==> src/sms_pkg.sv <==
// Purpose: Shared constants and types for the sensor measurement sequencer.
// Assumes: 100 MHz core clock; step timing as below.
// Notes: Summary of operation follows.
//
// Summary of operation
// After reset, sleep and measure nothing.
// Power-on bit set moves sleep to start.
// Phases run proximity, then wait, then light.
// A disabled phase does nothing, passes through.
// Power-on cleared: finish conversion, then sleep.
// Power-on control is register zero, bit zero.
// Wait lasts 1 to 256 steps of 2.72 ms.
// Two concurrent integrating converters, one per photodiode.
// Duration is 2.72 ms times (256 - setting).
// Both counts copied together at conversion end.
// While powered, loop back to proximity forever.
// Setting 0xff gives one step, lower adds more.
package sms_pkg;

  ////////////////////////////////////////////////////////////////////////////
  // Control location of the power-on bit
  localparam int POWER_ON_REG_IDX = 0;
  localparam int POWER_ON_BIT_POS = 0;

  ////////////////////////////////////////////////////////////////////////////
  // Step timing
  localparam int CLK_PERIOD_NS = 10; // Core clock period
  localparam int STEP_TIME_NS = 2720000; // One integration or wait step
  // Cycles per step, rounded up
  localparam int STEP_CYCLES = (STEP_TIME_NS + CLK_PERIOD_NS - 1) / CLK_PERIOD_NS;
  localparam logic [8:0] STEPS_FULL = 9'h100; // Step count base

  ////////////////////////////////////////////////////////////////////////////
  // Reset values and limits
  localparam logic [15:0] COUNT_RST = 16'h0000; // Channel counts after reset
  localparam logic [15:0] COUNT_MAX = 16'hffff; // Saturation value
  localparam logic [7:0] SETTING_RST = 8'hff; // Idle timer setting

  ////////////////////////////////////////////////////////////////////////////
  // Sequencer states
  typedef enum logic [2:0] {
    SMS_SLEEP,
    SMS_START,
    SMS_PROX,
    SMS_WAIT,
    SMS_LIGHT
  } sms_state_t;

endpackage

==> src/sms_timer_if.sv <==
// Purpose: Carries step-timer control between sequencer and timer.
// Assumes: Single clock domain.
// Notes: Start restarts the timer and suppresses a stale done; halt abandons a count.
`timescale 1ns/1ps
interface sms_timer_if;
  logic start; // One-cycle launch
  logic [7:0] setting; // Two's complement step setting
  logic done; // One-cycle end of last step
  logic busy; // Steps remaining
  logic halt; // Abandon the running count
  modport ctrl (output start, output setting, output halt, input done, input busy);
  modport tmr (input start, input setting, input halt, output done, output busy);
endinterface

==> src/sms_step_timer.sv <==
// Purpose: Counts 256 minus setting steps of STEP_CYCLES cycles each.
// Assumes: Start is a single-cycle pulse from the sequencer.
// Notes: Done pulses one cycle after the last step ends.
`timescale 1ns/1ps
module sms_step_timer #(
  parameter int STEP_CYCLES = sms_pkg::STEP_CYCLES
) (
  // Clock and reset
  input wire logic clk_in,
  input wire logic nrst_in,
  // Timer control
  sms_timer_if.tmr tb
);

  localparam int CYC_W = $clog2(STEP_CYCLES + 1);
  localparam logic [CYC_W-1:0] CYC_LAST = CYC_W'(STEP_CYCLES - 1);

  logic [CYC_W-1:0] cyc; // Cycles into current step
  logic [CYC_W-1:0] next_cyc;
  logic [8:0] steps; // Steps left
  logic [8:0] next_steps;
  logic done; // Done pulse
  logic next_done;

  ////////////////////////////////////////////////////////////////////////////
  // Next step and cycle counts
  always_comb begin
    next_cyc = cyc;
    next_steps = steps;
    next_done = 1'b0;
    if (tb.start) begin
      // Two's complement step count, 0xff gives one step
      next_steps = sms_pkg::STEPS_FULL - {1'b0, tb.setting}; // see R9
      next_cyc = '0;
    end else if (tb.halt) begin
      // Sequencer gave up the phase; stop so sleep stays idle
      next_steps = 9'h000;
      next_cyc = '0;
    end else if (steps != 9'h000) begin
      if (cyc == CYC_LAST) begin
        next_cyc = '0;
        next_steps = steps - 9'h001;
        next_done = (steps == 9'h001);
      end else begin
        next_cyc = cyc + CYC_W'(1);
      end
    end
  end

  ////////////////////////////////////////////////////////////////////////////
  // Timer registers
  always_ff @(posedge clk_in or negedge nrst_in) begin
    if (!nrst_in) begin
      cyc <= '0;
      steps <= 9'h000;
      done <= 1'b0;
    end else begin
      cyc <= next_cyc;
      steps <= next_steps;
      done <= next_done;
    end
  end

  assign tb.done = done;
  assign tb.busy = (steps != 9'h000);

  ////////////////////////////////////////////////////////////////////////////
  // Checks
  a_step_load_count: assert property (@(posedge clk_in) disable iff (!nrst_in)
    tb.start |=> steps == 9'h100 - {1'b0, $past(tb.setting)})
    else $error("step count not 256 minus setting");
  a_done_last_step: assert property (@(posedge clk_in) disable iff (!nrst_in)
    (!tb.start && steps == 9'h001 && cyc == CYC_LAST) |=> done && steps == 9'h000)
    else $error("done missing after last step");
  a_halt_clears: assert property (@(posedge clk_in) disable iff (!nrst_in)
    (tb.halt && !tb.start) |=> steps == 9'h000 && !done)
    else $error("halt left the timer running");

endmodule

==> src/sms_sequencer.sv <==
// Purpose: Top state machine: sleep, start, proximity, wait, light phases.
// Assumes: Enables and settings come from host logic on clk_in.
// Notes: Photodiode pulse inputs are asynchronous and synchronised here.
`timescale 1ns/1ps
module sms_sequencer #(
  parameter int STEP_CYCLES = sms_pkg::STEP_CYCLES // Cycles per step
) (
  // Clock and reset
  input wire logic clk_in,
  input wire logic nrst_in,
  // Control bits from host
  input wire logic power_on_bit_in,
  input wire logic prox_enable_in,
  input wire logic wait_enable_in,
  input wire logic light_enable_in,
  // Timing settings from host
  input wire logic [7:0] prox_integration_setting_in,
  input wire logic [7:0] wait_duration_setting_in,
  input wire logic [7:0] light_integration_setting_in,
  // Converter pulses from photodiode front end
  input wire logic broadband_pulse_in,
  input wire logic infrared_pulse_in,
  // Status
  output sms_pkg::sms_state_t phase_out,
  output logic sleeping_out,
  output logic data_ready_out,
  // Channel data
  output logic [15:0] broadband_channel_count_out,
  output logic [15:0] infrared_channel_count_out
);

  ////////////////////////////////////////////////////////////////////////////
  // Saturating increment shared by both converters
  function automatic logic [15:0] sat_inc(input logic [15:0] v);
    sat_inc = (v == sms_pkg::COUNT_MAX) ? v : v + 16'h0001;
  endfunction

  sms_timer_if tmr_bus ();

  sms_pkg::sms_state_t state; // Current phase
  sms_pkg::sms_state_t next_state;
  logic run; // Phase is doing its work
  logic next_run;
  logic tstart; // Timer launch
  logic thalt; // Timer abort
  logic [7:0] tset; // Timer setting
  logic [15:0] bb_acc; // Broadband integrator
  logic [15:0] next_bb_acc;
  logic [15:0] ir_acc; // Infrared integrator
  logic [15:0] next_ir_acc;
  logic [15:0] next_bb_out;
  logic [15:0] next_ir_out;
  logic next_ready;
  logic [2:0] bb_sync; // Sync stages plus edge history
  logic [2:0] ir_sync;
  logic bb_rise; // Broadband pulse edge
  logic ir_rise; // Infrared pulse edge

  ////////////////////////////////////////////////////////////////////////////
  // Step timer
  sms_step_timer #(.STEP_CYCLES(STEP_CYCLES)) u_timer (
    .clk_in(clk_in),
    .nrst_in(nrst_in),
    .tb(tmr_bus.tmr)
  );
  assign tmr_bus.start = tstart;
  assign tmr_bus.setting = tset;
  assign tmr_bus.halt = thalt;

  ////////////////////////////////////////////////////////////////////////////
  // Pulse synchronisers; stage 0 feeds only stage 1
  always_ff @(posedge clk_in or negedge nrst_in) begin
    if (!nrst_in) begin
      bb_sync <= 3'h0;
      ir_sync <= 3'h0;
    end else begin
      bb_sync <= {bb_sync[1:0], broadband_pulse_in};
      ir_sync <= {ir_sync[1:0], infrared_pulse_in};
    end
  end
  assign bb_rise = bb_sync[1] && !bb_sync[2];
  assign ir_rise = ir_sync[1] && !ir_sync[2];

  ////////////////////////////////////////////////////////////////////////////
  // Sequencer next state
  always_comb begin
    next_state = state;
    next_run = run;
    tstart = 1'b0;
    thalt = 1'b0;
    tset = sms_pkg::SETTING_RST;
    next_bb_acc = bb_acc;
    next_ir_acc = ir_acc;
    next_bb_out = broadband_channel_count_out;
    next_ir_out = infrared_channel_count_out;
    next_ready = 1'b0;
    case (state)
      sms_pkg::SMS_SLEEP: begin
        // Stay asleep until powered on
        next_run = 1'b0;
        if (power_on_bit_in) begin
          next_state = sms_pkg::SMS_START; // see R1 see R2
        end
      end
      sms_pkg::SMS_START: begin
        if (!power_on_bit_in) begin
          next_state = sms_pkg::SMS_SLEEP;
        end else begin
          // Enter proximity; launch only when enabled
          next_state = sms_pkg::SMS_PROX;
          next_run = prox_enable_in;
          tstart = prox_enable_in;
          tset = prox_integration_setting_in;
        end
      end
      sms_pkg::SMS_PROX: begin
        // Conversion runs to completion even if powered off
        if (!run || tmr_bus.done) begin
          next_run = 1'b0;
          if (!power_on_bit_in) begin
            next_state = sms_pkg::SMS_SLEEP;
          end else begin
            next_state = sms_pkg::SMS_WAIT;
            next_run = wait_enable_in;
            tstart = wait_enable_in;
            tset = wait_duration_setting_in;
          end
        end
      end
      sms_pkg::SMS_WAIT: begin
        // Wait holds no conversion, so power-off ends it at once
        if (!power_on_bit_in) begin
          next_state = sms_pkg::SMS_SLEEP;
          next_run = 1'b0;
          thalt = 1'b1;
        end else if (!run || tmr_bus.done) begin
          next_state = sms_pkg::SMS_LIGHT;
          next_run = light_enable_in;
          tstart = light_enable_in;
          tset = light_integration_setting_in;
          next_bb_acc = sms_pkg::COUNT_RST;
          next_ir_acc = sms_pkg::COUNT_RST;
        end
      end
      sms_pkg::SMS_LIGHT: begin
        if (run) begin
          // Both channels integrate side by side
          if (bb_rise) begin
            next_bb_acc = sat_inc(bb_acc);
          end
          if (ir_rise) begin
            next_ir_acc = sat_inc(ir_acc);
          end
        end
        if (!run || tmr_bus.done) begin
          if (run) begin
            // Copy both counts in the same edge
            next_bb_out = bb_acc;
            next_ir_out = ir_acc;
            next_ready = 1'b1;
          end
          next_run = 1'b0;
          // Loop back through start to proximity
          next_state = power_on_bit_in ? sms_pkg::SMS_START : sms_pkg::SMS_SLEEP;
        end
      end
      default: begin
        next_state = sms_pkg::SMS_SLEEP;
        next_run = 1'b0;
      end
    endcase
  end

  ////////////////////////////////////////////////////////////////////////////
  // Sequencer registers
  always_ff @(posedge clk_in or negedge nrst_in) begin
    if (!nrst_in) begin
      state <= sms_pkg::SMS_SLEEP;
      run <= 1'b0;
      bb_acc <= sms_pkg::COUNT_RST;
      ir_acc <= sms_pkg::COUNT_RST;
      broadband_channel_count_out <= sms_pkg::COUNT_RST;
      infrared_channel_count_out <= sms_pkg::COUNT_RST;
      data_ready_out <= 1'b0;
      sleeping_out <= 1'b1;
    end else begin
      state <= next_state;
      run <= next_run;
      bb_acc <= next_bb_acc;
      ir_acc <= next_ir_acc;
      broadband_channel_count_out <= next_bb_out;
      infrared_channel_count_out <= next_ir_out;
      data_ready_out <= next_ready;
      sleeping_out <= (next_state == sms_pkg::SMS_SLEEP);
    end
  end

  assign phase_out = state;

  ////////////////////////////////////////////////////////////////////////////
  // Checks
  a_sleep_holds_off: assert property (@(posedge clk_in) disable iff (!nrst_in)
    (state == sms_pkg::SMS_SLEEP && !power_on_bit_in) |=>
      state == sms_pkg::SMS_SLEEP && !run && !tmr_bus.busy)
    else $error("activity while asleep");
  a_power_on_start: assert property (@(posedge clk_in) disable iff (!nrst_in)
    (state == sms_pkg::SMS_SLEEP && power_on_bit_in) |=> state == sms_pkg::SMS_START)
    else $error("power-on did not reach start");
  a_phase_order: assert property (@(posedge clk_in) disable iff (!nrst_in)
    (state == sms_pkg::SMS_PROX && next_state != sms_pkg::SMS_PROX) |=>
      state inside {sms_pkg::SMS_WAIT, sms_pkg::SMS_SLEEP})
    else $error("proximity not followed by wait");
  a_disabled_passes: assert property (@(posedge clk_in) disable iff (!nrst_in)
    (state == sms_pkg::SMS_START && power_on_bit_in && !prox_enable_in) |=>
      state == sms_pkg::SMS_PROX && !run ##1 state != sms_pkg::SMS_PROX)
    else $error("disabled proximity did work");
  a_finish_then_sleep: assert property (@(posedge clk_in) disable iff (!nrst_in)
    (state == sms_pkg::SMS_LIGHT && run && !tmr_bus.done && !power_on_bit_in) |=>
      state == sms_pkg::SMS_LIGHT)
    else $error("conversion cut short by power-off");
  a_wait_launch: assert property (@(posedge clk_in) disable iff (!nrst_in)
    (state == sms_pkg::SMS_PROX && next_state == sms_pkg::SMS_WAIT && wait_enable_in) |=>
      tmr_bus.busy && run)
    else $error("wait timer not launched");
  a_counts_copied: assert property (@(posedge clk_in) disable iff (!nrst_in)
    (state == sms_pkg::SMS_LIGHT && run && tmr_bus.done) |=>
      data_ready_out && broadband_channel_count_out == $past(bb_acc) &&
      infrared_channel_count_out == $past(ir_acc))
    else $error("channel counts not copied together");
  a_cycle_repeats: assert property (@(posedge clk_in) disable iff (!nrst_in)
    (state == sms_pkg::SMS_LIGHT && !run && power_on_bit_in) |=>
      state == sms_pkg::SMS_START ##1 state == sms_pkg::SMS_PROX)
    else $error("cycle did not repeat");
  a_channel_count: assert property (@(posedge clk_in) disable iff (!nrst_in)
    (state == sms_pkg::SMS_LIGHT && run && bb_rise && bb_acc != sms_pkg::COUNT_MAX) |=>
      bb_acc == $past(bb_acc) + 16'h0001)
    else $error("broadband edge not counted");

endmodule

==> config.mk <==
export PLATFORM = sky130hd
export DESIGN_NAME = sms_sequencer
export DESIGN_NICKNAME = d
export VERILOG_FILES = /design/src/sms_pkg.sv /design/src/sms_timer_if.sv /design/src/sms_step_timer.sv /design/src/sms_sequencer.sv
export SDC_FILE = /design/constraint.sdc
export NUM_CORES = 1
export LEC_CHECK = 0
export CAP_MARGIN = 40
export CORE_ASPECT_RATIO = 1.4
export CORE_MARGIN = 3
export CORE_UTILIZATION = 39
export CTS_BUF_LIST = sky130_fd_sc_hd__clkbuf_8 sky130_fd_sc_hd__clkbuf_16
export DETAILED_ROUTE_END_ITERATION = 12
export DONT_BUFFER_PORTS = 1
export PLACE_DENSITY = 0.64
export RECOVER_POWER = 25
export SLEW_MARGIN = 25
export SYNTH_ARGS = -nofsm -noshare
export SYNTH_HDL_FRONTEND = slang
export SYNTH_SLANG_ARGS = --single-unit
==> constraint.sdc <==
create_clock -name clk_in -period 3.8 [get_ports clk_in]
set_input_delay 0.19 -clock clk_in [delete_from_list [all_inputs] [get_ports clk_in]]
set_output_delay 0.19 -clock clk_in [all_outputs]
set_load 0.01 [all_outputs]
==> impl_metrics.csv <==
group,metric,value,unit
finish,share_of_post_route_cells_with_drive_strength_above_1,13.3,%
place,gp_routability_congestion,0.871,
sta,clock-skew-final,5.83,ps
pwr,worst_ir_drop_vdd,0.000213,V
floorplanning,start_util,40.6,%
sta,slew_violations,106,
synthesis,synth_area_per_cell,10.2,µm²
synthesis,yosys.area.top_type_share,47.0,%
place,place.detailed.hpwl,8.74,mm
synthesis,synth_warnings,0,
sta,min_period,3030,ps
clock_tree,cts.sink_count,105,
finish,area_used_by_sequential_logic_in_the_layout,0.00263,mm²
critical_path,crit_path_max_fanout,20,
sta,tightest_slew,2530,ps
clock_tree,cts-resized-gates,0,
critical_path,worstSetupStartpointType,"flip-flop",
place,placed_cells,709,
pwr,power.share.switching,30.8,%
floorplanning,io_pins,69,
clock_tree,cts.root.buffer_cell,"sky130_fd_sc_hd__clkbuf_16",
clock_tree,path_clk_slew,70,ps
global_routing,grt_antenna_before_repair,1,
synthesis,post_synth_mux_area_share,6.86,%
synthesis,postSynthNetCount,582,
routing,drt_first_pass_iters,6,
synthesis,synth-edff-count,0,
clock_tree,cts_post_setup_buffers_inserted,0,
finish,finalNonFillerCells,730,
finish,area_growth,9.10,%
pwr,share_comb_of_total_power,20.8,%
global_routing,grtUsageTotal,16.2,%
sta,setup_viol,0,
place,port_buffers,0,
synthesis,netlist_instances,544,
routing,detail_route.wl_per_cell,16.9,µm
synthesis,adder_and_majority_cell_fraction_of_the_synthesized_area,1.35,%
clock_tree,tritoncts.num_buffers,9,
clock_tree,cts_tree,"done",
routing,route.antenna.remaining_nets,0,
routing,totalWireLength,12.4,mm
pwr,power.leakage,2.76,nW
critical_path,cp.arrival,3250,ps
global_routing,global_route.overflow_total,0,
critical_path,worst_path_max_delay_cell,"sky130_fd_sc_hd__dfrtp_1",
synthesis,ffs_w_async_s_r_synth,100,%
synthesis,synth_top_family_by_area,"simple AND/OR/NAND/NOR gates",
floorplanning,floorplan.die_area,0.0157,mm²
synthesis,synth_seq_area_share,47.4,%
pwr,pwr_density_cell,466,mW/mm²
clock_tree,clock_path_buffers,2,
routing,route.detailed.vias_per_inst,5.69,
synthesis,synth_flop_cell,"sky130_fd_sc_hd__dfrtp_1",
clock_tree,clk_latency,340,ps
routing,vias,4154,
floorplanning,floorplan.die.width,107,µm
synthesis,postSynthRegisterBits,105,
sta,finalCritPeriodShare,79.8,%
sta,fmax,330,MHz
clock_tree,ctsHtreeMaxLevel,3,
outcome,failing_checks,"capacitance limit, slew limit",
critical_path,critPathKind,"reg2reg",
routing,route.detailed.drc,0,
floorplanning,rows,50,
finish,fillerInstances,1352,
pwr,switchingPower,0.867,mW
outcome,run_status,"finished, violations left",
global_routing,first_global_vias,4218,
synthesis,netlist_area,0.00554,mm²
finish,design.final.nets,581,
pwr,pwr-share-clk,32.1,%
critical_path,cp_data_required_time,4020,ps
pwr,p_seq_share,47.0,%
floorplanning,core_area,0.0136,mm²
critical_path,worst_setup_path_end_kind,"flip-flop",
sta,setup_repair_after_global_routing_missed_its_margin,"no",
synthesis,post_synthesis_share_of_cell_area_spent_on_and_or_nand_and_nor_gates,21.3,%
synthesis,synth_xor_area_share,6.95,%
hold_path,hp-class,"in2reg",
synthesis,synth_top_area_cell,"sky130_fd_sc_hd__dfrtp_1",
global_routing,grt_first_pass_wirelength,20.7,mm
critical_path,max_stage_delay,770,ps
pwr,design_power_total,2.82,mW
synthesis,synth.top_cells.by_area,"sky130_fd_sc_hd__dfrtp_1 (47%), sky130_fd_sc_hd__mux2_2 (6.5%), sky130_fd_sc_hd__xor2_1 (5.7%), sky130_fd_sc_hd__nor2_1 (3.9%), sky130_fd_sc_hd__nand3_1 (2.6%)",
synthesis,synth_cell_types,63,
global_routing,largest_net_degree_at_the_start_of_global_routing,106,
sta,timing.final.hold_violations,0,
job,max_cap_violations,1,
finish,footprint_of_the_multi_input_gates,0.00271,mm²
sta,setup_tns,0,ps
sta,timing.max_slew.rel_slack,-68.9,%
floorplanning,die_y,147,µm
synthesis,synth_compound_area_share,12.4,%
routing,first_drt_iteration_drcs,203,
critical_path,ordered_list_of_cells_on_the_worst_path,"and3b_1 > a32oi_1 > a2111oi_0 > nand4_1 > xor2_1 > nor2_1",
pwr,p_int,1.95,mW
## cells in the final DEF, fill, tap and decap left out, types with 3 or more instances in the layout
| cell type | n |
|---|---|
| sky130_fd_sc_hd__buf_4 | 10 |
| sky130_fd_sc_hd__nor3b_1 | 7 |
| sky130_fd_sc_hd__nand2_1 | 25 |
| sky130_fd_sc_hd__dfrtp_1 | 104 |
| sky130_fd_sc_hd__ha_1 | 6 |
| sky130_fd_sc_hd__and3_1 | 13 |
| sky130_fd_sc_hd__nor3_1 | 9 |
| sky130_fd_sc_hd__dlygate4sd3_1 | 4 |
| sky130_fd_sc_hd__inv_1 | 20 |
| sky130_fd_sc_hd__o2111ai_1 | 4 |
| sky130_fd_sc_hd__nand2b_1 | 4 |
| sky130_fd_sc_hd__or4_1 | 4 |
| sky130_fd_sc_hd__or3_1 | 3 |
| sky130_fd_sc_hd__nand4_1 | 15 |
| sky130_fd_sc_hd__o31ai_1 | 5 |
| sky130_fd_sc_hd__xor2_1 | 36 |
| sky130_fd_sc_hd__nor2_1 | 57 |
| sky130_fd_sc_hd__o31a_1 | 14 |
| sky130_fd_sc_hd__nor4b_1 | 3 |
| sky130_fd_sc_hd__xnor2_1 | 8 |
| sky130_fd_sc_hd__nor2b_1 | 3 |
| sky130_fd_sc_hd__a21o_1 | 7 |
| sky130_fd_sc_hd__and4_1 | 8 |
| sky130_fd_sc_hd__clkbuf_16 | 9 |
| sky130_fd_sc_hd__a31oi_1 | 3 |
| sky130_fd_sc_hd__and2_1 | 10 |
| sky130_fd_sc_hd__nor4_1 | 12 |
| sky130_fd_sc_hd__o21ai_0 | 15 |
| sky130_fd_sc_hd__o22ai_1 | 8 |
| sky130_fd_sc_hd__a21oi_1 | 16 |
| sky130_fd_sc_hd__nand3_1 | 29 |
| sky130_fd_sc_hd__mux2_2 | 32 |
## power by group through the flow
stage,Sequential [mW],Clock [mW],Combinational (mW)
floorplan,1.30,0,0.478
global placement,1.34,0,0.543
detailed placement,1.34,0,0.560
CTS,1.32,0.939,0.593
global route,1.34,0.981,0.677
finish,1.33,0.906,0.588
## cells in the mapped netlist (2+ instances only)
cell,n
sky130_fd_sc_hd__and3b_1,2
sky130_fd_sc_hd__nand4_1,15
sky130_fd_sc_hd__nand3_1,29
sky130_fd_sc_hd__o31ai_1,5
sky130_fd_sc_hd__buf_2,8
sky130_fd_sc_hd__or3_1,3
sky130_fd_sc_hd__nor2b_1,3
sky130_fd_sc_hd__and4_1,8
sky130_fd_sc_hd__and2_1,10
sky130_fd_sc_hd__nor4_1,12
sky130_fd_sc_hd__or4_4,2
sky130_fd_sc_hd__o2111ai_1,4
sky130_fd_sc_hd__a211oi_1,2
sky130_fd_sc_hd__xor2_1,36
sky130_fd_sc_hd__o21ai_0,15
sky130_fd_sc_hd__xnor2_1,8
sky130_fd_sc_hd__and3_1,13
sky130_fd_sc_hd__o31a_1,14
sky130_fd_sc_hd__nand2_1,25
sky130_fd_sc_hd__o22ai_1,8
sky130_fd_sc_hd__a31o_2,2
sky130_fd_sc_hd__clkbuf_1,14
sky130_fd_sc_hd__or4_1,4
sky130_fd_sc_hd__nor4b_1,3
sky130_fd_sc_hd__nand2b_1,4
sky130_fd_sc_hd__or2_2,2
sky130_fd_sc_hd__a21o_1,7
sky130_fd_sc_hd__nor2_1,58
sky130_fd_sc_hd__buf_6,3
sky130_fd_sc_hd__inv_1,18
sky130_fd_sc_hd__buf_1,2
sky130_fd_sc_hd__o22a_1,2
sky130_fd_sc_hd__ha_1,6
sky130_fd_sc_hd__a31oi_1,3
sky130_fd_sc_hd__mux2i_1,2
sky130_fd_sc_hd__nor3b_1,7
sky130_fd_sc_hd__mux2_2,32
sky130_fd_sc_hd__a2111oi_4,2
sky130_fd_sc_hd__dfrtp_1,104
sky130_fd_sc_hd__a21oi_1,16
sky130_fd_sc_hd__nor3_1,9
## cell type report
cell class / instances / share of cell area, %
multi-input combinational: 393 / 44.8
sequential: 105 / 43.5
tap: 182 / 3.77
clock buffer: 9 / 3.73
timing repair buffer: 15 / 1.99
inverter: 19 / 1.18
clock inverter: 6 / 0.993
antenna: 1 / 0.0414
## logic make-up (layout without fill, tap and decap cells)
logic type,after synthesis,after routing
adders and majority gates,6,6
and+or+nand+nor,216,216
xor gates and xnor gates,44,44
AOI/OAI and AO/OA,93,93
buffers and inverters,46,49
muxes,34,34
DFF,105,105
other,0,1
## state kept, by name, summed over array words and instances, names as in the netlist, 3 cells and up
name and cells:
ir_acc 16, phase_out 3, u_timer.steps 9, bb_acc 16, broadband_channel_count_out 16, ir_sync 3
u_timer.cyc 19, bb_sync 3, infrared_channel_count_out 16
## final timing paths
path | startpoint | to | slack [ps] | cells past startpoint
setup / recovery | phase_out[1]$_DFF_PN0_ | ir_acc[10]$_DFFE_PN0P_ | 770 | 6
hold / removal | power_on_bit_in | phase_out[1]$_DFF_PN0_ | 20 | 2
setup reg to reg | phase_out[1]$_DFF_PN0_ | ir_acc[10]$_DFFE_PN0P_ | 770 | 6
hold reg to reg | ir_sync[0]$_DFF_PN0_ | ir_sync[1]$_DFF_PN0_ | 360 | 0
max in group asynchronous | nrst_in | broadband_channel_count_out[1]$_DFFE_PN0P_ | 1120 | 2
min in group asynchronous | nrst_in | infrared_channel_count_out[3]$_DFFE_PN0P_ | 1190 | 2
## metal layers
metal  track usage (%)  part of all wire, %  vias up
li1                  -                    -     1974
met1              19.2                   41     2080
met2              28.0                   52       83
met3              4.92                  5.9       17
met4              5.37                  1.6        0
met5                 0                    0        -
## through the flow
step                      hold WS, ps  setup slack [ps]  utilization (%)  cell area [µm²]
after floorplan                  -106              1340                -             5540
after global placement           -103               944             41.8             5710
after detailed placement         -103               829             41.9             5710
after CTS                        12.7               816             44.5             6070
after global routing             60.2               572             44.3             6050
final                            24.6               768             44.3             6050
## critical path: cells and delay by family, from the launching register on
kind / cells / cell delay [ps]
DFF: 1 / 770
AOI/OAI and AO/OA: 2 / 1150
and+or+nand+nor: 3 / 810
xor gates and xnor gates: 1 / 170
## what timing repair did
| item | 4_1_cts | 5_1_grt |
|---|---|---|
| hold buffers | 5 | 0 |
| setup endpoints to repair | 0 | 0 |
| endpoints found under the hold margin | 108 | 0 |
No activity file was read; power rests on OpenSTA's default activity.
